**src/rtl/doc_pkg.sv**
```systemverilog
package doc_pkg;

  // register byte offsets
  localparam logic [7:0]  OFF_MR0     = 8'h00;
  localparam logic [7:0]  OFF_MR1     = 8'h04;
  localparam logic [7:0]  OFF_MR2     = 8'h08;
  localparam logic [7:0]  OFF_CTRL    = 8'h0C;
  localparam logic [7:0]  OFF_STAT    = 8'h10;

  // reset values
  localparam logic [15:0] MR_RST      = 16'h0000;
  localparam logic        LOCK_RST    = 1'b0;

  // field positions
  localparam int          MR0_BL_LSB  = 0;
  localparam int          MR0_CL_LSB  = 4;
  localparam int          MR0_DLL_PD  = 12;
  localparam int          MR1_RN0     = 2;
  localparam int          MR1_AL_LSB  = 3;
  localparam int          MR1_RN1     = 6;
  localparam int          MR1_RN2     = 9;
  localparam int          MR2_CWL_LSB = 3;
  localparam int          MR2_RW0     = 9;
  localparam int          MR2_RW1     = 10;
  localparam int          CTRL_LOCK   = 0;

  // burst-length field encodings
  localparam logic [1:0]  BL_OTF      = 2'h1;
  localparam logic [1:0]  BL_BC4      = 2'h2;

  // latency arithmetic, in CK cycles
  localparam logic [4:0]  CL_BASE     = 5'h04;
  localparam logic [4:0]  CWL_BASE    = 5'h05;
  localparam logic [4:0]  ODT_SUB     = 5'h02;
  localparam logic [4:0]  CWN4_ADD    = 5'h04;
  localparam logic [4:0]  CWN8_ADD    = 5'h06;
  localparam logic [4:0]  CNT_MAX     = 5'h1F;

  // odt history line
  localparam int          HIST_DEPTH  = 32;
  localparam int          HIST_AW     = 5;

  typedef enum logic [1:0] {
    MODE_SYNC  = 2'b00,
    MODE_ASYNC = 2'b01,
    MODE_SREF  = 2'b10
  } doc_mode_e;

  typedef struct packed {
    logic [6:0]  pin1;
    logic [6:0]  pin2;
    logic        ck1;
    logic        ck2;
    logic        ck3;
    logic [15:0] mr0;
    logic [15:0] mr1;
    logic [15:0] mr2;
    logic        dll_lock;
    logic [31:0] rdata;
    doc_mode_e   mode;
    logic        wr_act;
    logic        bc4;
    logic [4:0]  cnt;
    logic        wr_sel;
    logic        term;
    logic        term_o;
  } doc_state_s;

endpackage

```
**src/rtl/doc_dly_if.sv**
```systemverilog
`timescale 1ns/1ps
`default_nettype none
interface doc_dly_if;
  logic               shift;
  logic               din;
  logic [4:0]         idx;
  logic               tap;
  modport src (output shift, output din, output idx, input tap);
  modport mem (input shift, input din, input idx, output tap);
endinterface
`default_nettype wire

```
**src/rtl/doc_hist.sv**
```systemverilog
`timescale 1ns/1ps
`default_nettype none
module doc_hist
  import doc_pkg::*;
(
  input  wire logic   mclk,
  input  wire logic   rst_q,
  doc_dly_if.mem      dly
);

  typedef struct packed {
    logic [HIST_DEPTH-1:0] hist;
    logic                  tap;
  } doc_hist_s;

  doc_hist_s h_r;
  doc_hist_s h_nxt;

  // one sample per CK rising edge; index 0 is the newest
  always_comb begin
    h_nxt = h_r;
    if (dly.shift) begin
      h_nxt.hist = {h_r.hist[HIST_DEPTH-2:0], dly.din};
    end
    h_nxt.tap = h_r.hist[dly.idx];
  end

  always_ff @(posedge mclk or negedge rst_q) begin
    if (!rst_q) begin
      h_r <= '0;
    end else begin
      h_r <= h_nxt;
    end
  end

  assign dly.tap = h_r.tap;

endmodule
`default_nettype wire

```
**src/rtl/doc_odt_ctrl.sv**
```systemverilog
// Chosen here: the plain strobed port and the register offsets.
`timescale 1ns/1ps
`default_nettype none
module doc_odt_ctrl
  import doc_pkg::*;
(
  input  wire logic        mclk,
  input  wire logic        rst_b,
  input  wire logic [7:0]  addr,
  input  wire logic [31:0] wdata,
  input  wire logic        wr_stb,
  input  wire logic        rd_stb,
  output logic      [31:0] rdata,
  input  wire logic        ck,
  input  wire logic        odt,
  input  wire logic        cke,
  input  wire logic        cs_b,
  input  wire logic        ras_b,
  input  wire logic        cas_b,
  input  wire logic        we_b,
  input  wire logic        a12_bc,
  input  wire logic        sref,
  input  wire logic        banks_idle,
  input  wire logic        dq_drive,
  output logic      [1:0]  term_lanes,
  output logic             rtt_wr_sel,
  output logic      [2:0]  rtt_nom_code,
  output logic      [1:0]  rtt_wr_code
);

  function automatic logic [4:0] f_odtl(input logic [15:0] m0,
                                        input logic [15:0] m1,
                                        input logic [15:0] m2);
    logic [4:0] cl;
    logic [4:0] al;
    logic [4:0] cwl;
    cl  = 5'(m0[MR0_CL_LSB +: 3]) + CL_BASE;
    cwl = 5'(m2[MR2_CWL_LSB +: 3]) + CWL_BASE;
    case (m1[MR1_AL_LSB +: 2])
      2'h1:    al = cl - 5'h01;
      2'h2:    al = cl - 5'h02;
      default: al = 5'h00;
    endcase
    return cwl + al - ODT_SUB;
  endfunction

  logic       rs1;
  logic       rst_q;
  doc_state_s s_r;
  doc_state_s s_nxt;
  doc_dly_if  dly();

  always_ff @(posedge mclk or negedge rst_b) begin
    if (!rst_b) begin
      rs1   <= 1'b0;
      rst_q <= 1'b0;
    end else begin
      rs1   <= 1'b1;
      rst_q <= rs1;
    end
  end

  doc_hist u_hist (
    .mclk  (mclk),
    .rst_q (rst_q),
    .dly   (dly.mem)
  );

  logic       ck_rise;
  logic       ck_fall;
  logic       odt_s;
  logic       cke_s;
  logic       wr_cmd;
  logic       cfg_on;
  logic       dyn_en;
  logic [4:0] odtl;
  logic [4:0] cwn;
  logic [2:0] nom_bits;
  logic [1:0] wr_bits;

  assign ck_rise  = s_r.ck2 & ~s_r.ck3;
  assign ck_fall  = ~s_r.ck2 & s_r.ck3;
  assign odt_s    = s_r.pin2[6];
  assign cke_s    = s_r.pin2[5];
  // write class: cs low, ras high, cas low, we low, with cke high
  assign wr_cmd   = ck_rise & cke_s & ~s_r.pin2[4] & s_r.pin2[3] & ~s_r.pin2[2] & ~s_r.pin2[1];
  assign nom_bits = {s_r.mr1[MR1_RN2], s_r.mr1[MR1_RN1], s_r.mr1[MR1_RN0]};
  assign wr_bits  = {s_r.mr2[MR2_RW1], s_r.mr2[MR2_RW0]};
  assign cfg_on   = (|nom_bits) | (|wr_bits);
  // dynamic switching is not offered while the dll is off
  assign dyn_en   = (|wr_bits) & s_r.dll_lock;
  assign odtl     = f_odtl(s_r.mr0, s_r.mr1, s_r.mr2);
  assign cwn      = odtl + (s_r.bc4 ? CWN4_ADD : CWN8_ADD);

  // the history tap is the odt sample from odtl CK edges back
  assign dly.shift = ck_rise;
  assign dly.din   = odt_s;
  assign dly.idx   = odtl;

  always_comb begin
    s_nxt      = s_r;
    s_nxt.ck1  = ck;
    s_nxt.ck2  = s_r.ck1;
    s_nxt.ck3  = s_r.ck2;
    s_nxt.pin1 = {odt, cke, cs_b, ras_b, cas_b, we_b, a12_bc};
    s_nxt.pin2 = s_r.pin1;

    s_nxt.rdata = 32'h0000_0000;
    if (wr_stb) begin
      case (addr)
        OFF_MR0:  s_nxt.mr0 = wdata[15:0];
        OFF_MR1:  s_nxt.mr1 = wdata[15:0];
        OFF_MR2:  s_nxt.mr2 = wdata[15:0];
        OFF_CTRL: s_nxt.dll_lock = wdata[CTRL_LOCK];
        default:  s_nxt.dll_lock = s_r.dll_lock;
      endcase
    end
    if (rd_stb) begin
      case (addr)
        OFF_MR0:  s_nxt.rdata = {16'h0000, s_r.mr0};
        OFF_MR1:  s_nxt.rdata = {16'h0000, s_r.mr1};
        OFF_MR2:  s_nxt.rdata = {16'h0000, s_r.mr2};
        OFF_CTRL: s_nxt.rdata = {31'h0000_0000, s_r.dll_lock};
        OFF_STAT: s_nxt.rdata = {19'h0_0000, odtl, 2'h0, s_r.mode, s_r.wr_act,
                                 s_r.wr_sel, s_r.term_o, cfg_on};
        default:  s_nxt.rdata = 32'h0000_0000;
      endcase
    end

    // frozen dll in precharge power-down switches to asynchronous response
    if (sref) begin
      s_nxt.mode = MODE_SREF;
    end else if (!cke_s && banks_idle && !s_r.mr0[MR0_DLL_PD]) begin
      s_nxt.mode = MODE_ASYNC;
    end else begin
      s_nxt.mode = MODE_SYNC;
    end

    if (s_r.wr_act && (s_r.cnt >= cwn)) begin
      s_nxt.wr_act = 1'b0;
    end else if (ck_rise && s_r.wr_act && (s_r.cnt != CNT_MAX)) begin
      s_nxt.cnt = s_r.cnt + 5'h01;
    end
    // a later write simply restarts the window from its own edge
    if (wr_cmd && dyn_en) begin
      s_nxt.wr_act = 1'b1;
      s_nxt.cnt    = 5'h00;
      case (s_r.mr0[MR0_BL_LSB +: 2])
        BL_BC4:  s_nxt.bc4 = 1'b1;
        BL_OTF:  s_nxt.bc4 = ~s_r.pin2[0];
        default: s_nxt.bc4 = 1'b0;
      endcase
    end

    // on/off follows odt, configuration and the power mode (sref, cke, banks_idle), never command decode
    if (s_nxt.mode == MODE_SREF) begin
      s_nxt.term   = 1'b0;
      s_nxt.wr_sel = 1'b0;
      s_nxt.wr_act = 1'b0;
    end else if (!cfg_on) begin
      s_nxt.term   = 1'b0;
    end else if (s_nxt.mode == MODE_ASYNC) begin
      s_nxt.term   = odt_s;
    end else if (ck_fall) begin
      // applied on the CK falling edge after the latency count runs out
      s_nxt.term   = dly.tap;
      s_nxt.wr_sel = s_r.wr_act && (s_r.cnt >= odtl) && (s_r.cnt < cwn);
    end
    if (!dyn_en) begin
      s_nxt.wr_sel = 1'b0;
    end
    // no termination while our own drivers own the data lines
    s_nxt.term_o = s_nxt.term & ~dq_drive;
  end

  always_ff @(posedge mclk or negedge rst_q) begin
    if (!rst_q) begin
      s_r          <= '0;
      s_r.mr0      <= MR_RST;
      s_r.mr1      <= MR_RST;
      s_r.mr2      <= MR_RST;
      s_r.dll_lock <= LOCK_RST;
    end else begin
      s_r <= s_nxt;
    end
  end

  assign rdata        = s_r.rdata;
  assign term_lanes   = {2{s_r.term_o}};
  assign rtt_wr_sel   = s_r.wr_sel;
  assign rtt_nom_code = nom_bits;
  assign rtt_wr_code  = wr_bits;
endmodule
`default_nettype wire

```
**config.mk**
```make
export PLATFORM = sky130hd
export DESIGN_NAME = doc_odt_ctrl
export DESIGN_NICKNAME = d
export VERILOG_FILES = /design/src/rtl/doc_pkg.sv /design/src/rtl/doc_dly_if.sv /design/src/rtl/doc_hist.sv /design/src/rtl/doc_odt_ctrl.sv
export SDC_FILE = /design/constraint.sdc
export NUM_CORES = 1
export LEC_CHECK = 0
export ABC_AREA = 1
export BUFFER_PORTS_ARGS = -buffer_cell sky130_fd_sc_hd__buf_2
export CAP_MARGIN = 10
export CELL_PAD_IN_SITES_DETAIL_PLACEMENT = 1
export CELL_PAD_IN_SITES_GLOBAL_PLACEMENT = 1
export CORE_MARGIN = 2
export CORE_UTILIZATION = 44
export CTS_BUF_LIST = sky130_fd_sc_hd__clkbuf_8
export CTS_CLUSTER_SIZE = 16
export DETAILED_ROUTE_END_ITERATION = 8
export MAX_ROUTING_LAYER = met4
export PLACE_DENSITY = 0.89
export SLEW_MARGIN = 20
export SYNTH_ARGS = -nofsm -noshare
export SYNTH_HDL_FRONTEND = slang
export SYNTH_SLANG_ARGS = --single-unit
export TNS_END_PERCENT = 1
```
**constraint.sdc**
```tcl
create_clock -name mclk -period 4.4 [get_ports mclk]
set_clock_uncertainty 0.2 [all_clocks]
set_input_delay 0.44 -clock mclk [delete_from_list [all_inputs] [get_ports mclk]]
set_output_delay 0.44 -clock mclk [all_outputs]
set_load 0.1 [all_outputs]
```
==> impl_metrics.csv <==
group,metric,value,unit
min_path,hold_path.startpoint,"wdata[9]",
power,power_density,382.8,nW/um2
drt,wl_per_cell,15.78,um
sta,finalSetupViolCount,0,
logic_synthesis,yosys_warnings,0,
final_layout,layout-drive-gt1-share,0.1794,
final_layout,post-route-util,0.5037,
drt,postRouteAntennaNets,0,
cts,cts-buffers-inserted,17,
critical_path,r2r_slack,0.40,ns
cts,clockBufferDepth,2,
final_layout,nNetsFinal,934,
critical_path,timing.rr.end,"s_r[3]",
floorplanning,fp.dieH,127.1,um
logic_synthesis,synth-seq-area-share,0.4841,
logic_synthesis,ys_seq_elements,129,
sta,min_period,3.995,ns
global_route,grt_pass1_vias,5785,
floorplanning,dieArea,16150,um2
cts,clkLatencyLatePin,0.47,ns
critical_path,critPathArrivalTime,4.15,ns
final_layout,final_common_cell,"nand2_1",
sta,hold_viol_final,0,
sta,post-route-period-util,0.9080,
floorplanning,core_area,14640,um2
sta,relSlewSlack,0.3672,
critical_path,r2r_start,"s_r[82]",
final_layout,nFillCells,1785,
sta,max_slew.worst_pin.slew,0.9491,ns
min_path,whs_path_depth,3,
power,worst_ir_drop_vdd,0.0002360,V
drt,vias_per_cell,5.029,
critical_path,cpLargestDelayFamily,"adder cells",
floorplanning,num_rows,44,
drt,drt_iter0_drc,276,
drt,via_count,5270,
job,maxCapViolations,0,
final_layout,final_cell_mix,"nand2_1 (215), dfrtp_1 (127), inv_1 (117)",
logic_synthesis,postSynthCellCount,801,
global_route,grt_max_degree,71,
placement,dp.final_hpwl,11310,um
floorplanning,ioPinCount,95,
min_path,worstHoldPathType,"primary input to flip-flop",
cts,clock_sinks,129,
final_layout,antennaDiodeCount,0,
global_route,grt_use_total,0.2270,
drt,drc,0,
floorplanning,chipWidth,127.1,um
power,p_leak,0.003848,uW
cts,cts_root_buffer,"clkbuf_8",
floorplanning,initial_utilization,0.4553,
sta,rsz0062_at_grt,"no",
cts,path_clk_slew,0.08,ns
critical_path,cp-end-kind,"flip-flop",
critical_path,crit_type,"flip-flop to flip-flop",
critical_path,crit_path_start_kind,"flip-flop",
critical_path,worst_path_most_repeated_cell,"nand2_1",
cts,htreeDepth,4,
final_layout,final_cell_area,7376,um2
critical_path,critical_path.max_stage_delay,0.44,ns
logic_synthesis,syn_area,6668,um2
critical_path,critPathSlowestCell,"dfrtp_2",
sta,max_freq,250.3,MHz
placement,place.gp.congestion,0.8007,
final_layout,synthToLayoutAreaGrowth,10.62,%
placement,place_area,6872,um2
min_path,hold_path_end,"rtt_nom_code[2]",
critical_path,crit_path_cell_trace,"inv_1 > ha_1 > or2_2 > a21oi_1 > ha_1 > inv_1 > fa_1 > nand2_1 > nand2_2 > a21oi_1 > xor2_1 > ha_1 > nand2_1 > inv_1 > nand2_1 > nand2_1 > nor2_1 > buf_4 > nand2_1 > o21ai_1 > nor2_1",
global_route,overflow,0,
status,outcome,"finished, final reports clean",
critical_path,crit_buf_inv,4,
critical_path,rr_worst_depth,21,
cts,cts_tree,"yes",
logic_synthesis,avgSynthCellArea,8.324,um2
critical_path,path_max_fanout,8,
critical_path,path_depth,21,
global_route,antenna_found_initial,0,
sta,slew_viol_final,0,
drt,first_pass_iters,4,
cts,post_cts_buffers,0,
placement,io_buffers,62,
drt,routed_wl,16540,um
logic_synthesis,yosysUniqueCellTypes,37,
global_route,grt_pass1_wl,27960,um
sta,fin_setup_tns,0,ns
critical_path,cp.required,4.56,ns
[kinds of logic (layout without fill, tap and decap cells)]
kind of cell,Yosys count,count (layout),share of synthesized area
AND/OR/NAND/NOR,340,340,0.2188
buffers and inverters,185,233,0.1377
flip-flops,129,129,0.4841
AO/OA/AOI/OAI,116,116,0.1038
adder cells (fa/ha/maj),27,27,0.05179
other,2,17,0.001126
XOR/XNOR,2,2,0.002628
[worst min-delay path: stages]
cell and delay [ns]:
buf_2 0.09, nand2_1 0.05, o21ai_0 0.06
[power by group]
part | switching, uW | total (uW) | internal, uW
Sequential | 55.2 | 1310 | 1260
Clock | 511 | 1020 | 506
Combinational | 346 | 494 | 148
[final cells by class]
class	instances	area [um2]	share of cell area
inverter	121	454.2	0.06158
timing repair buffer	81	480.5	0.06514
clock inverter	14	156.4	0.02120
tap	184	230.2	0.03121
multi-input combinational	502	2587	0.3508
sequential	129	3233	0.4383
clock buffer	17	234.0	0.03172
[cell usage after synthesis, drive strengths merged]
master,instances,share of area
o21ai,93,0.083
xnor2,1,0.0013
nor2,52,0.033
or2,1,0.00094
clkinv,1,0.00056
a211oi,1,0.0011
ha,26,0.049
nand3b,2,0.0023
nor3,10,0.013
conb,2,0.0011
nand3,47,0.035
buf,61,0.068
fa,1,0.0030
a21oi,18,0.015
nand2,224,0.13
o31ai,1,0.0011
clkbuf,3,0.0017
xor2,1,0.0013
nand4,4,0.0038
a31oi,1,0.00094
o22ai,1,0.00094
dfrtp,129,0.48
inv,120,0.068
o211ai,1,0.0011
[per-layer routing]
| layer | GRT usage | routed length (um) | vias to the layer above |
|---|---|---|---|
| met3 | 0.04983 | 539 | 19 |
| li1 | - | - | 2551 |
| met2 | 0.3903 | 8642 | 94 |
| met5 | - | 0 | - |
| met1 | 0.2689 | 7168 | 2606 |
| met4 | 0.06787 | 191 | 0 |
[through the flow]
stage | cells | total power, uW | hold slack (ns) | worst slack [ns]
finish | 1048 | 2824 | 0.01613 | 0.4048
global route | 1048 | 2968 | 0.02442 | 0.02055
CTS | 1048 | 2854 | 0.002496 | 0.2515
detailed placement | 1006 | 1825 | 0.02581 | 0.2787
global placement | 1006 | 1800 | 0.02585 | 0.4781
floorplan | 816 | 1705 | -0.05559 | 0.3399
[repair_timing]
item / CTS / global route
setup endpoints to repair: 0 / 3
hold buffers: 11 / 0
gates resized for setup: 0 / 2
hold endpoints to repair: 12 / 0
[worst max path at each step]
stage | from | to | slack, ns
after detailed placement | s_r[82] | s_r[3] | 0.28
after floorplan | rst_q | cke_s | 0.34
final | s_r[82] | s_r[3] | 0.40
after CTS | s_r[82] | s_r[3] | 0.25
after global routing | s_r[81] | s_r[3] | 0.02
after global placement | s_r[82] | s_r[3] | 0.48
[flip-flops by register name (all words and copies together), names as in the netlist]
name,cells
rtt_nom_code,3
rtt_wr_sel,1
rs1,1
s_r,60
u_hist.dly.tap,1
rst_q,1
term_lanes,1
dly.din,1
u_hist.h_r,32
cke_s,1
rdata,16
rtt_wr_code,2
s_nxt,9
Power figures use the tool's default switching activity.
